<file path="config.mk">
export PLATFORM = sky130hd
export DESIGN_NAME = power_save_wdt_control
export DESIGN_NICKNAME = d
export VERILOG_FILES = /design/src/common/pm_pkg.sv /design/src/common/pm_link_if.sv /design/src/logic/power_save_wdt_control.sv /design/src/logic/wake_delay.sv /design/src/logic/wdog_counter.sv
export SDC_FILE = /design/constraint.sdc
export NUM_CORES = 1
export LEC_CHECK = 0
export ABC_CLOCK_PERIOD_IN_PS = 1900
export BUFFER_PORTS_ARGS = -buffer_cell sky130_fd_sc_hd__buf_2
export CAP_MARGIN = 20
export CORE_MARGIN = 3
export CORE_UTILIZATION = 42
export DETAILED_ROUTE_END_ITERATION = 7
export PLACE_DENSITY = 0.75
export SYNTH_ARGS = -nofsm -noshare
export SYNTH_HDL_FRONTEND = slang
export SYNTH_SLANG_ARGS = --single-unit
</file>
<file path="constraint.sdc">
create_clock -name mclk -period 1.9 [get_ports mclk]
set_input_delay 0.095 -clock mclk [delete_from_list [all_inputs] [get_ports mclk]]
set_output_delay 0.095 -clock mclk [all_outputs]
set_load 0.05 [all_outputs]
</file>
<file path="src/common/pm_pkg.sv">
// shared constants and types of the power-save and watchdog control
package pm_pkg;
   localparam int CLK_NS = 50;
   localparam int POR_NS = 10000;
   localparam int POR_CYC = (POR_NS + CLK_NS - 1) / CLK_NS;
   localparam int POWERUP_US = 1000;
   localparam int POWERUP_CYC = (POWERUP_US * 1000 + CLK_NS - 1) / CLK_NS;
   localparam int LOCK_US = 20;
   localparam int LOCK_CYC = (LOCK_US * 1000 + CLK_NS - 1) / CLK_NS;
   localparam int DLY_W = 16;
   localparam int WDOG_W = 16;
   localparam logic [WDOG_W-1:0] WDOG_TOP_DEF = 16'hffff;
   localparam int REG_W = 16;
   localparam int CFG_W = 24;
   localparam logic [CFG_W-1:0] CFG_MASK = 24'h00ffff;
   localparam logic [CFG_W-1:0] ADDR_OSC_CFG = 24'hf80000;
   localparam logic [CFG_W-1:0] ADDR_WDOG_CFG = 24'hf80002;
   localparam logic [CFG_W-1:0] ADDR_BROWNOUT_CFG = 24'hf80004;
   localparam logic [CFG_W-1:0] ADDR_CODESEG_CFG = 24'hf8000a;
   // reset control register fields
   localparam int B_IDLE = 2;
   localparam int B_SLEEP = 3;
   localparam int B_TIMEOUT = 4;
   localparam int B_SOFT_EN = 5;
   localparam int B_LEVEL_LO = 8;
   localparam int LEVEL_W = 4;
   localparam int B_DET_EN = 12;
   localparam int B_BANDGAP = 13;
   // fuse fields
   localparam int F_WDOG_EN = 7;
   localparam int F_PRIMODE_LO = 0;
   localparam int F_FAMILY_LO = 8;
   localparam int F_CLKSW = 14;
   localparam int F_CLKMON = 15;
   localparam int F_BROWNOUT_EN = 7;
   localparam int F_POWERUP_EN = 5;
   // oscillator sources and primary modes
   localparam logic [1:0] SRC_LOWXTAL = 2'h0;
   localparam logic [1:0] SRC_FASTRC = 2'h1;
   localparam logic [1:0] SRC_SLOWRC = 2'h2;
   localparam logic [1:0] SRC_PRIMARY = 2'h3;
   localparam logic [1:0] PRIMODE_EXT = 2'h0;
   localparam logic MODE_SLEEP = 1'b0;
   // synchronised inputs
   localparam int SYNC_N = 4;
   localparam int S_STARTUP = 0;
   localparam int S_LOCK = 1;
   localparam int S_RUNNING = 2;
   localparam int S_BANDGAP = 3;
   typedef enum logic [4:0] {
      ST_RUN = 5'h01,
      ST_SLEEP = 5'h02,
      ST_WAKE = 5'h04,
      ST_STALL = 5'h08,
      ST_IDLE = 5'h10
   } pm_state_e;
endpackage

</file>
<file path="src/common/pm_link_if.sv">
// links the controller to its watchdog counter and wake-up delay timer
`timescale 1ns/10ps
`default_nettype none
interface pm_link_if;
   logic wdog_enable;
   logic wdog_clear;
   logic wdog_ovf;
   logic dly_start;
   logic dly_powerup;
   logic dly_pll;
   logic dly_xtal;
   logic startup_ok;
   logic lock_ok;
   logic dly_done;
   modport ctl(output wdog_enable, wdog_clear, dly_start, dly_powerup,
      dly_pll, dly_xtal, startup_ok, lock_ok, input wdog_ovf, dly_done);
   modport wdog(input wdog_enable, wdog_clear, output wdog_ovf);
   modport dly(input dly_start, dly_powerup, dly_pll, dly_xtal,
      startup_ok, lock_ok, output dly_done);
endinterface
`default_nettype wire

</file>
<file path="src/logic/power_save_wdt_control.sv">
// power-save, watchdog and supervision control of the processor core
`timescale 1ns/10ps
`default_nettype none
// How it works
// watchdog enable taken from fuse bit
// watchdog overflow in run mode resets device
// clear instruction restarts watchdog count
// fuse zero lets software enable bit rule
// overflow in sleep wakes, sets both flags
// four-bit level field selects detect threshold
// enable bit and bandgap stable status bit
// sleep gates cpu, peripherals and oscillator
// monitor off in sleep, slow rc follows watchdog
// brown-out and low-voltage detect stay active
// interrupt, reset or overflow ends sleep
// restart previous clock, fuses after brown-out
// crystal waits start-up, pll waits lock
// rc or external clock: reset delay only
// running low-power crystal: reset delay only
// dead crystal: trap to fast rc or stall
// interrupt wake services handler, sets sleep flag
// non power-on resets wake and set sleep flag
// idle stops only cpu clock
// idle wake resumes at once, same sources
// idle flag set by wake or reset
// config words read back, low sixteen bits
// power-save operand: zero sleep, one idle
module power_save_wdt_control #(
   parameter int POWERUP_CYC = pm_pkg::POWERUP_CYC,
   parameter logic [pm_pkg::WDOG_W-1:0] WDOG_TOP = pm_pkg::WDOG_TOP_DEF
) (
   // clock and reset
   input wire logic mclk,
   input wire logic resetn,
   // instruction events from the cpu
   input wire logic power_save_instr,
   input wire logic power_save_mode,
   input wire logic wdt_clear_instr,
   // reset control register port
   input wire logic reg_we,
   input wire logic [pm_pkg::REG_W-1:0] reg_wdata,
   output logic [pm_pkg::REG_W-1:0] reg_rdata,
   // configuration word table read
   input wire logic tbl_rd,
   input wire logic [pm_pkg::CFG_W-1:0] tbl_addr,
   output logic [pm_pkg::CFG_W-1:0] tbl_rdata,
   output logic tbl_valid,
   // fuse words
   input wire logic [pm_pkg::CFG_W-1:0] cfg_osc_word,
   input wire logic [pm_pkg::CFG_W-1:0] cfg_wdog_word,
   input wire logic [pm_pkg::CFG_W-1:0] cfg_brownout_word,
   input wire logic [pm_pkg::CFG_W-1:0] cfg_codeseg_word,
   // wake sources
   input wire logic int_wake_req,
   input wire logic brownout_event,
   input wire logic ext_reset_event,
   input wire logic sw_reset_event,
   // oscillator side
   input wire logic [1:0] current_osc_sel,
   input wire logic lowxtal_kept_on,
   input wire logic osc_startup_done,
   input wire logic pll_locked,
   input wire logic osc_running,
   input wire logic bandgap_ready,
   // clock and supervisor controls
   output logic cpu_clk_en,
   output logic periph_clk_en,
   output logic osc_run_en,
   output logic slowrc_run_en,
   output logic clkmon_active,
   output logic brownout_active,
   output logic lowv_active,
   output logic [pm_pkg::LEVEL_W-1:0] lowv_level,
   output logic [1:0] osc_restart_sel,
   // cpu controls
   output logic clock_fail_trap,
   output logic cpu_resume,
   output logic resume_to_isr,
   output logic wdog_device_reset
);
   typedef struct packed {
      pm_pkg::pm_state_e st;
      logic wdt_soft_enable;
      logic [pm_pkg::LEVEL_W-1:0] lvd_level_sel;
      logic lvd_enable;
      logic wdt_timeout_flag;
      logic sleep_flag;
      logic idle_flag;
      logic [pm_pkg::SYNC_N-1:0] s1;
      logic [pm_pkg::SYNC_N-1:0] s2;
      logic [pm_pkg::SYNC_N-1:0] s3;
      logic [pm_pkg::SYNC_N-1:0] filt;
      logic int_wake;
      logic dly_start;
      logic dly_powerup;
      logic dly_pll;
      logic dly_xtal;
      logic cpu_clk;
      logic periph_clk;
      logic osc_run;
      logic slowrc;
      logic clkmon;
      logic brownout;
      logic lowv;
      logic [1:0] osc_sel;
      logic trap;
      logic resume;
      logic resume_isr;
      logic wdog_rst;
      logic [pm_pkg::REG_W-1:0] rdata;
      logic [pm_pkg::CFG_W-1:0] tdata;
      logic tvalid;
   } ctl_s;
   ctl_s r;
   ctl_s n;

   pm_link_if lk();

   logic [pm_pkg::SYNC_N-1:0] async_in;
   logic wdog_fuse;
   logic wdog_on;
   logic clkmon_en;
   logic any_reset;
   logic wake_any;
   logic [1:0] wake_src;
   logic [3:0] primode;
   logic is_pri;
   logic is_lowx;
   logic w_xtal;
   logic w_pll;
   logic [pm_pkg::CFG_W-1:0] tword;

   assign async_in = {bandgap_ready, osc_running, pll_locked,
      osc_startup_done};
   assign wdog_fuse = cfg_wdog_word[pm_pkg::F_WDOG_EN];
   assign wdog_on = wdog_fuse || r.wdt_soft_enable;
   assign clkmon_en = cfg_osc_word[pm_pkg::F_CLKMON];
   assign any_reset = brownout_event || ext_reset_event || sw_reset_event;
   assign wake_any = int_wake_req || any_reset || lk.wdog_ovf;
   // after brown-out or without switching the fuses name the source
   assign wake_src = (brownout_event || !cfg_osc_word[pm_pkg::F_CLKSW]) ?
      cfg_osc_word[pm_pkg::F_FAMILY_LO +: 2] : current_osc_sel;
   assign primode = cfg_osc_word[pm_pkg::F_PRIMODE_LO +: 4];
   assign is_pri = wake_src == pm_pkg::SRC_PRIMARY;
   assign is_lowx = wake_src == pm_pkg::SRC_LOWXTAL;
   assign w_xtal = (is_pri && primode[3:2] != pm_pkg::PRIMODE_EXT) ||
      (is_lowx && !lowxtal_kept_on);
   assign w_pll = is_pri && primode[3];

   assign lk.wdog_enable = wdog_on;
   assign lk.wdog_clear = wdt_clear_instr;
   assign lk.dly_start = r.dly_start;
   assign lk.dly_powerup = r.dly_powerup;
   assign lk.dly_pll = r.dly_pll;
   assign lk.dly_xtal = r.dly_xtal;
   assign lk.startup_ok = r.filt[pm_pkg::S_STARTUP];
   assign lk.lock_ok = r.filt[pm_pkg::S_LOCK];

   wdog_counter #(.WDOG_TOP(WDOG_TOP)) u_wdog (
      .mclk(mclk),
      .resetn(resetn),
      .lk(lk.wdog)
   );

   wake_delay #(.POWERUP_CYC(POWERUP_CYC)) u_delay (
      .mclk(mclk),
      .resetn(resetn),
      .lk(lk.dly)
   );

   always_comb begin
      case (tbl_addr)
         pm_pkg::ADDR_OSC_CFG: tword = cfg_osc_word;
         pm_pkg::ADDR_WDOG_CFG: tword = cfg_wdog_word;
         pm_pkg::ADDR_BROWNOUT_CFG: tword = cfg_brownout_word;
         pm_pkg::ADDR_CODESEG_CFG: tword = cfg_codeseg_word;
         default: tword = '0;
      endcase
   end

   always_comb begin
      n = r;
      n.dly_start = 1'b0;
      n.trap = 1'b0;
      n.resume = 1'b0;
      n.resume_isr = 1'b0;
      n.wdog_rst = 1'b0;
      n.tvalid = tbl_rd;
      n.tdata = tbl_rd ? (tword & pm_pkg::CFG_MASK) : r.tdata;
      n.s1 = async_in;
      n.s2 = r.s1;
      n.s3 = r.s2;
      n.filt = (r.s3 & ~(r.s2 ^ r.s3)) | (r.filt & (r.s2 ^ r.s3));
      if (reg_we) begin
         n.wdt_soft_enable = reg_wdata[pm_pkg::B_SOFT_EN];
         n.lvd_level_sel =
            reg_wdata[pm_pkg::B_LEVEL_LO +: pm_pkg::LEVEL_W];
         n.lvd_enable = reg_wdata[pm_pkg::B_DET_EN];
         n.wdt_timeout_flag = reg_wdata[pm_pkg::B_TIMEOUT];
         n.sleep_flag = reg_wdata[pm_pkg::B_SLEEP];
         n.idle_flag = reg_wdata[pm_pkg::B_IDLE];
      end
      case (r.st)
         pm_pkg::ST_RUN: begin
            if (lk.wdog_ovf) begin
               n.wdog_rst = 1'b1;
               n.wdt_timeout_flag = 1'b1;
            end else if (power_save_instr) begin
               n.st = (power_save_mode == pm_pkg::MODE_SLEEP) ?
                  pm_pkg::ST_SLEEP : pm_pkg::ST_IDLE;
            end
         end
         pm_pkg::ST_SLEEP: begin
            if (wake_any) begin
               n.sleep_flag = 1'b1;
               if (lk.wdog_ovf) begin
                  n.wdt_timeout_flag = 1'b1;
               end
               n.int_wake = int_wake_req && !any_reset && !lk.wdog_ovf;
               n.osc_sel = wake_src;
               n.dly_start = 1'b1;
               n.dly_xtal = w_xtal;
               n.dly_pll = w_pll;
               n.dly_powerup = w_xtal &&
                  cfg_brownout_word[pm_pkg::F_POWERUP_EN];
               n.st = pm_pkg::ST_WAKE;
            end
         end
         pm_pkg::ST_WAKE: begin
            if (lk.dly_done) begin
               if (r.filt[pm_pkg::S_RUNNING]) begin
                  n.st = pm_pkg::ST_RUN;
                  n.resume = 1'b1;
                  n.resume_isr = r.int_wake;
               end else if (clkmon_en) begin
                  n.trap = 1'b1;
                  n.osc_sel = pm_pkg::SRC_FASTRC;
                  n.st = pm_pkg::ST_RUN;
                  n.resume = 1'b1;
               end else begin
                  n.st = pm_pkg::ST_STALL;
               end
            end
         end
         pm_pkg::ST_STALL: begin
            if (r.filt[pm_pkg::S_RUNNING]) begin
               n.st = pm_pkg::ST_RUN;
               n.resume = 1'b1;
               n.resume_isr = r.int_wake;
            end
         end
         pm_pkg::ST_IDLE: begin
            if (wake_any) begin
               n.idle_flag = 1'b1;
               if (lk.wdog_ovf) begin
                  n.wdt_timeout_flag = 1'b1;
               end
               n.st = pm_pkg::ST_RUN;
               n.resume = 1'b1;
               n.resume_isr = int_wake_req && !any_reset && !lk.wdog_ovf;
            end
         end
         default: n.st = pm_pkg::ST_RUN;
      endcase
      n.cpu_clk = n.st == pm_pkg::ST_RUN;
      n.periph_clk = n.st == pm_pkg::ST_RUN || n.st == pm_pkg::ST_IDLE;
      n.osc_run = n.st != pm_pkg::ST_SLEEP;
      n.clkmon = clkmon_en && n.periph_clk;
      n.slowrc = wdog_on || n.clkmon;
      n.brownout = cfg_brownout_word[pm_pkg::F_BROWNOUT_EN];
      n.lowv = n.lvd_enable;
      n.rdata = '0;
      n.rdata[pm_pkg::B_IDLE] = n.idle_flag;
      n.rdata[pm_pkg::B_SLEEP] = n.sleep_flag;
      n.rdata[pm_pkg::B_TIMEOUT] = n.wdt_timeout_flag;
      n.rdata[pm_pkg::B_SOFT_EN] = n.wdt_soft_enable;
      n.rdata[pm_pkg::B_LEVEL_LO +: pm_pkg::LEVEL_W] = n.lvd_level_sel;
      n.rdata[pm_pkg::B_DET_EN] = n.lvd_enable;
      n.rdata[pm_pkg::B_BANDGAP] = r.filt[pm_pkg::S_BANDGAP];
   end

   always_ff @(posedge mclk or negedge resetn) begin
      if (!resetn) begin
         r <= '0;
         r.st <= pm_pkg::ST_RUN;
         r.cpu_clk <= 1'b1;
         r.periph_clk <= 1'b1;
         r.osc_run <= 1'b1;
      end else begin
         r <= n;
      end
   end

   assign reg_rdata = r.rdata;
   assign tbl_rdata = r.tdata;
   assign tbl_valid = r.tvalid;
   assign cpu_clk_en = r.cpu_clk;
   assign periph_clk_en = r.periph_clk;
   assign osc_run_en = r.osc_run;
   assign slowrc_run_en = r.slowrc;
   assign clkmon_active = r.clkmon;
   assign brownout_active = r.brownout;
   assign lowv_active = r.lowv;
   assign lowv_level = r.lvd_level_sel;
   assign osc_restart_sel = r.osc_sel;
   assign clock_fail_trap = r.trap;
   assign cpu_resume = r.resume;
   assign resume_to_isr = r.resume_isr;
   assign wdog_device_reset = r.wdog_rst;

   AST_FUSE_ENABLE: assert property (@(posedge mclk) disable iff (!resetn)
      wdog_fuse |-> lk.wdog_enable)
      else $error("watchdog off while fuse set");
   AST_SOFT_ENABLE: assert property (@(posedge mclk) disable iff (!resetn)
      reg_we && !wdog_fuse && !reg_wdata[pm_pkg::B_SOFT_EN]
      ##1 !wdog_fuse |-> !lk.wdog_enable)
      else $error("software could not turn watchdog off");
   AST_WDOG_RESET: assert property (@(posedge mclk) disable iff (!resetn)
      r.st == pm_pkg::ST_RUN && lk.wdog_ovf
      |=> wdog_device_reset && reg_rdata[pm_pkg::B_TIMEOUT])
      else $error("overflow did not reset device");
   AST_SLEEP_WDOG_WAKE: assert property (@(posedge mclk) disable iff (!resetn)
      r.st == pm_pkg::ST_SLEEP && lk.wdog_ovf |=> !wdog_device_reset &&
      r.st == pm_pkg::ST_WAKE && r.sleep_flag && r.wdt_timeout_flag)
      else $error("sleep overflow handled wrongly");
   AST_SLEEP_CLOCKS: assert property (@(posedge mclk) disable iff (!resetn)
      r.st == pm_pkg::ST_SLEEP
      |-> !cpu_clk_en && !periph_clk_en && !osc_run_en && !clkmon_active)
      else $error("clocks running in sleep");
   AST_IDLE_CLOCKS: assert property (@(posedge mclk) disable iff (!resetn)
      r.st == pm_pkg::ST_IDLE |-> !cpu_clk_en && periph_clk_en && osc_run_en)
      else $error("idle clock gating wrong");
   AST_IDLE_WAKE: assert property (@(posedge mclk) disable iff (!resetn)
      r.st == pm_pkg::ST_IDLE && int_wake_req
      |=> cpu_clk_en && cpu_resume && r.idle_flag)
      else $error("idle wake not immediate");
   AST_DETECT_ENABLE: assert property (@(posedge mclk) disable iff (!resetn)
      reg_we |=> lowv_active == $past(reg_wdata[pm_pkg::B_DET_EN]))
      else $error("detector enable not applied");
   AST_DEAD_XTAL: assert property (@(posedge mclk) disable iff (!resetn)
      r.st == pm_pkg::ST_WAKE && lk.dly_done && !r.filt[pm_pkg::S_RUNNING]
      |=> clock_fail_trap == clkmon_en && cpu_clk_en == clkmon_en)
      else $error("dead clock handling wrong");
endmodule
`default_nettype wire

</file>
<file path="src/logic/wake_delay.sv">
// wake-up delay timer: reset delay, optional power-up and lock delays
`timescale 1ns/10ps
`default_nettype none
module wake_delay #(
   parameter int POWERUP_CYC = pm_pkg::POWERUP_CYC
) (
   // clock and reset
   input wire logic mclk,
   input wire logic resetn,
   // controller link
   pm_link_if.dly lk
);
   localparam int POR_LO = pm_pkg::POR_CYC;
   localparam int POR_HI = pm_pkg::POR_CYC + 2;
   typedef struct packed {
      logic [pm_pkg::DLY_W-1:0] cnt;
      logic busy;
      logic xtal;
      logic pll;
      logic done;
   } dl_s;
   dl_s r;
   dl_s n;

   always_comb begin
      n = r;
      n.done = 1'b0;
      if (lk.dly_start) begin
         n.busy = 1'b1;
         n.xtal = lk.dly_xtal;
         n.pll = lk.dly_pll;
         n.cnt = pm_pkg::DLY_W'(pm_pkg::POR_CYC
            + (lk.dly_powerup ? POWERUP_CYC : 0)
            + (lk.dly_pll ? pm_pkg::LOCK_CYC : 0));
      end else if (r.busy) begin
         if (r.cnt != '0) begin
            n.cnt = r.cnt - 1'b1;
         end else if ((!r.xtal || lk.startup_ok) &&
               (!r.pll || lk.lock_ok)) begin
            n.busy = 1'b0;
            n.done = 1'b1;
         end
      end
   end

   always_ff @(posedge mclk or negedge resetn) begin
      if (!resetn) begin
         r <= '0;
      end else begin
         r <= n;
      end
   end

   assign lk.dly_done = r.done;

   AST_RC_WAKE_DELAY: assert property (@(posedge mclk) disable iff (!resetn)
      lk.dly_start && !lk.dly_powerup && !lk.dly_pll && !lk.dly_xtal
      |-> ##[POR_LO:POR_HI] lk.dly_done)
      else $error("short wake delay not honoured");
   AST_PLL_HOLD: assert property (@(posedge mclk) disable iff (!resetn)
      r.busy && r.pll && !lk.lock_ok |=> !lk.dly_done)
      else $error("clock released before pll lock");
endmodule
`default_nettype wire

</file>
<file path="src/logic/wdog_counter.sv">
// watchdog counter with clear and overflow pulse
`timescale 1ns/10ps
`default_nettype none
module wdog_counter #(
   parameter logic [pm_pkg::WDOG_W-1:0] WDOG_TOP = pm_pkg::WDOG_TOP_DEF
) (
   // clock and reset
   input wire logic mclk,
   input wire logic resetn,
   // controller link
   pm_link_if.wdog lk
);
   typedef struct packed {
      logic [pm_pkg::WDOG_W-1:0] cnt;
      logic ovf;
   } wd_s;
   wd_s r;
   wd_s n;

   always_comb begin
      n = r;
      n.ovf = 1'b0;
      if (!lk.wdog_enable || lk.wdog_clear) begin
         n.cnt = '0;
      end else if (r.cnt == WDOG_TOP) begin
         n.cnt = '0;
         n.ovf = 1'b1;
      end else begin
         n.cnt = r.cnt + 1'b1;
      end
   end

   always_ff @(posedge mclk or negedge resetn) begin
      if (!resetn) begin
         r <= '0;
      end else begin
         r <= n;
      end
   end

   assign lk.wdog_ovf = r.ovf;

   AST_WDOG_CLEAR: assert property (@(posedge mclk) disable iff (!resetn)
      lk.wdog_clear |=> r.cnt == '0 && !lk.wdog_ovf ##1 r.cnt <= 1)
      else $error("watchdog count not restarted by clear");
endmodule
`default_nettype wire

</file>
==> impl_metrics.ini <==
[clock_network]
h-tree-depth = 3
clock_sinks = 102
clk_path_buf_depth = 2
cts_tree = done
cts_root_buf = clkbuf_16
clk_pin_slew_ns = 0.07
cts_inserted_buffers = 9
clk_latency_ns = 0.34

[yosys]
syn_inst = 512
synthArstFlopShare_pct = 100
synth_top_area_cell = dfrtp_1
synth.distinct_cells = 65
synth_seq_cells = 102
synth_edf_count = 0
ys_warn_count = 0
yosysSeqAreaShare_pct = 49.2
syn_area_per_cell_sq_um = 10.2
netlist.area_leader.share_pct = 47.2
post-synth-top-count-cell = dfrtp_1
synth_ff_type = dfrtp_1
ys_top_cells_by_count = dfrtp_1 (98), buf_4 (46), nand2_1 (39)
netlist_area_sq_um = 5200
synth_top_cells_by_area = dfrtp_1 (47%), buf_4 (6.6%), mux2i_1 (6.5%)

[final_layout]
stdcell_area_sq_um = 6540
layout-drive-gt1-share_pct = 34.0
areaGrowthSynthToFinish_pct = 25.9
n_antenna_cell = 0
fin_cells = 848
nets = 833
post-route-util_pct = 54.2

[grt]
gr-usage-all-layers_pct = 18.3
antenna_found_initial = 0
grt_pass1_wl_microns = 19700
grt_remaining_overflow = 0
grt_max_degree = 39
grt_pass1_vias = 4268

[placed_design]
place_area_sq_um = 6040
place_ws_ns = 0.00336
dpl.cell_count = 815
place.gp.congestion = 0.934
post-dp-hpwl_microns = 9860
io_buffers = 158

[run]
maxCapViolCount = 0

[timing]
rsz0062_at_grt = yes
fin_crit_sh_pct = 97.5
fin_ws_ns = 0.0471
max_slew.worst_pin.slew_ns = 0.594
tns_ns = 0
timing.hold.ws_ns = 0.0199
finalSetupViolCount = 0
slew_headroom_pct = 60.1
max_freq_mhz = 540
min_period_ns = 1.85
finClkSkew_ns = 0.0109
hold_viol = 0
slew_viol_final = 0

[critical_path]
reg2regPathDepth = 8
cp_max_fo = 6
endpoint_kind = register
critical_path_class = register to register
path_buf_inv = 2
required_ns = 2.11
startpoint_type = register
r2r_slack_ns = 0.05
crit_family = simple AND/OR/NAND/NOR gates
r2r_start = u_delay.r[5]
crit_path_max_incr_delay_ns = 0.40
cp_data_arrival_time_ns = 2.06
slowest_stage = dfrtp_1
timing.rr.end = u_delay.r[16]
crit_chain = inv_1 -> ha_2 -> nor4b_4 -> buf_4 -> nand4_1 -> or3_1 -> a21oi_1 -> o21ai_1

[detailed_routing]
ant_nets = 0
num_vias = 4282
post_drt_wl_per_cell_microns = 15.0
drc = 0
avgViaCountPerCell = 5.05
first_pass_iters = 4
wl_microns = 12700
drt_iter0_markers = 187

[die]
die-area_sq_um = 13700
fp-row-count = 40
io_pins = 212
core_region_area_sq_um = 12100
die_w_microns = 117
start_util_pct = 43.1
die_y_microns = 117

[worst_hold_path]
min_from = cfg_osc_word[3]
whs_path_depth = 3
min_path_type = input port to register
hold_end = lk.dly_pll

[status]
status = complete, no violations

[pwr]
power.total_mw = 6.76
p_per_area_nw_per_um2 = 1030
power_leakage_nw = 3.15
peakVddDrop_v = 0.000494
## report_power, final
part / leakage (nW) / total [mW] / switching, mW / internal [mW]
combinational: 1.69 / 1.99 / 1.22 / 0.776
sequential: 1.30 / 2.87 / 0.316 / 2.56
clock: 0.154 / 1.89 / 0.786 / 1.10
total: 3.15 / 6.76 / 2.32 / 4.44
## what timing repair did
action	in CTS	in global routing
pin swaps	0	2
buffers inserted	0	1
endpoints found under the setup margin	1	8
resized for setup	1	5
hold buffers	16	0
cloned	0	0
hold endpoints to repair	46	0
## final cells by class
class | count | area [sq um]
clock buffers | 12 | 256
clock inverters | 4 | 52.6
fillers | 1087 | 5520
inverters | 32 | 120
multi-input cells | 332 | 2200
flip-flops and latches | 102 | 2560
well taps | 168 | 210
repair buffers | 198 | 1150
## state kept, by name, indices dropped and copies added (netlist names), 2 cells and up, named ones only
register and flops:
osc_restart_sel 2, tbl_rdata 16, u_wdog.r 16, u_delay.r 19, lowv_level 3, r 10
n 8, reg_rdata 7
## cell usage in the layout (no fill, tap or decap), types with 13 or more instances in the layout
cell type / n
nand3_1: 19
o21ai_0: 30
dlygate4sd3_1: 16
nor2_1: 35
nand2_1: 39
mux2i_1: 34
a21oi_1: 13
xor2_1: 15
dfrtp_1: 98
conb_1: 14
buf_4: 24
buf_2: 157
o22ai_1: 15
inv_1: 32
## worst min-delay path, stage by stage
cell     delay, ns
buf_2         0.11
nand3_1       0.06
o21ai_0       0.07
## metal layers
metal / vias to the layer above / track usage (%) / part of all wire (%)
met4: 0 / 5.35 / 1.6
met2: 132 / 32.0 / 52
met1: 2092 / 22.5 / 41
met3: 19 / 4.11 / 5.1
li1: 2039 / - / -
met5: - / 0 / 0
## worst max path at each step
stage,start,end,cells past startpoint
after floorplan,u_delay.r[4],u_delay.r[16],7
after global routing,u_delay.r[5],u_delay.r[16],8
after CTS,u_delay.r[5],u_delay.r[19],8
after detailed placement,u_delay.r[5],u_delay.r[19],8
final,u_delay.r[5],u_delay.r[16],8
after global placement,u_delay.r[5],u_delay.r[19],8
## logic make-up after synthesis
logic type	Yosys count	share of synthesized area, %
multiplexers	43	8.50
flip-flops	102	49.2
buffers and inverters	91	9.99
AND/OR/NAND/NOR	159	16.5
other	1	0.0722
adder cells (fa/ha/maj)	8	1.73
AO/OA/AOI/OAI	85	10.1
XOR/XNOR	23	3.88
Power figures use the tool's default switching activity.
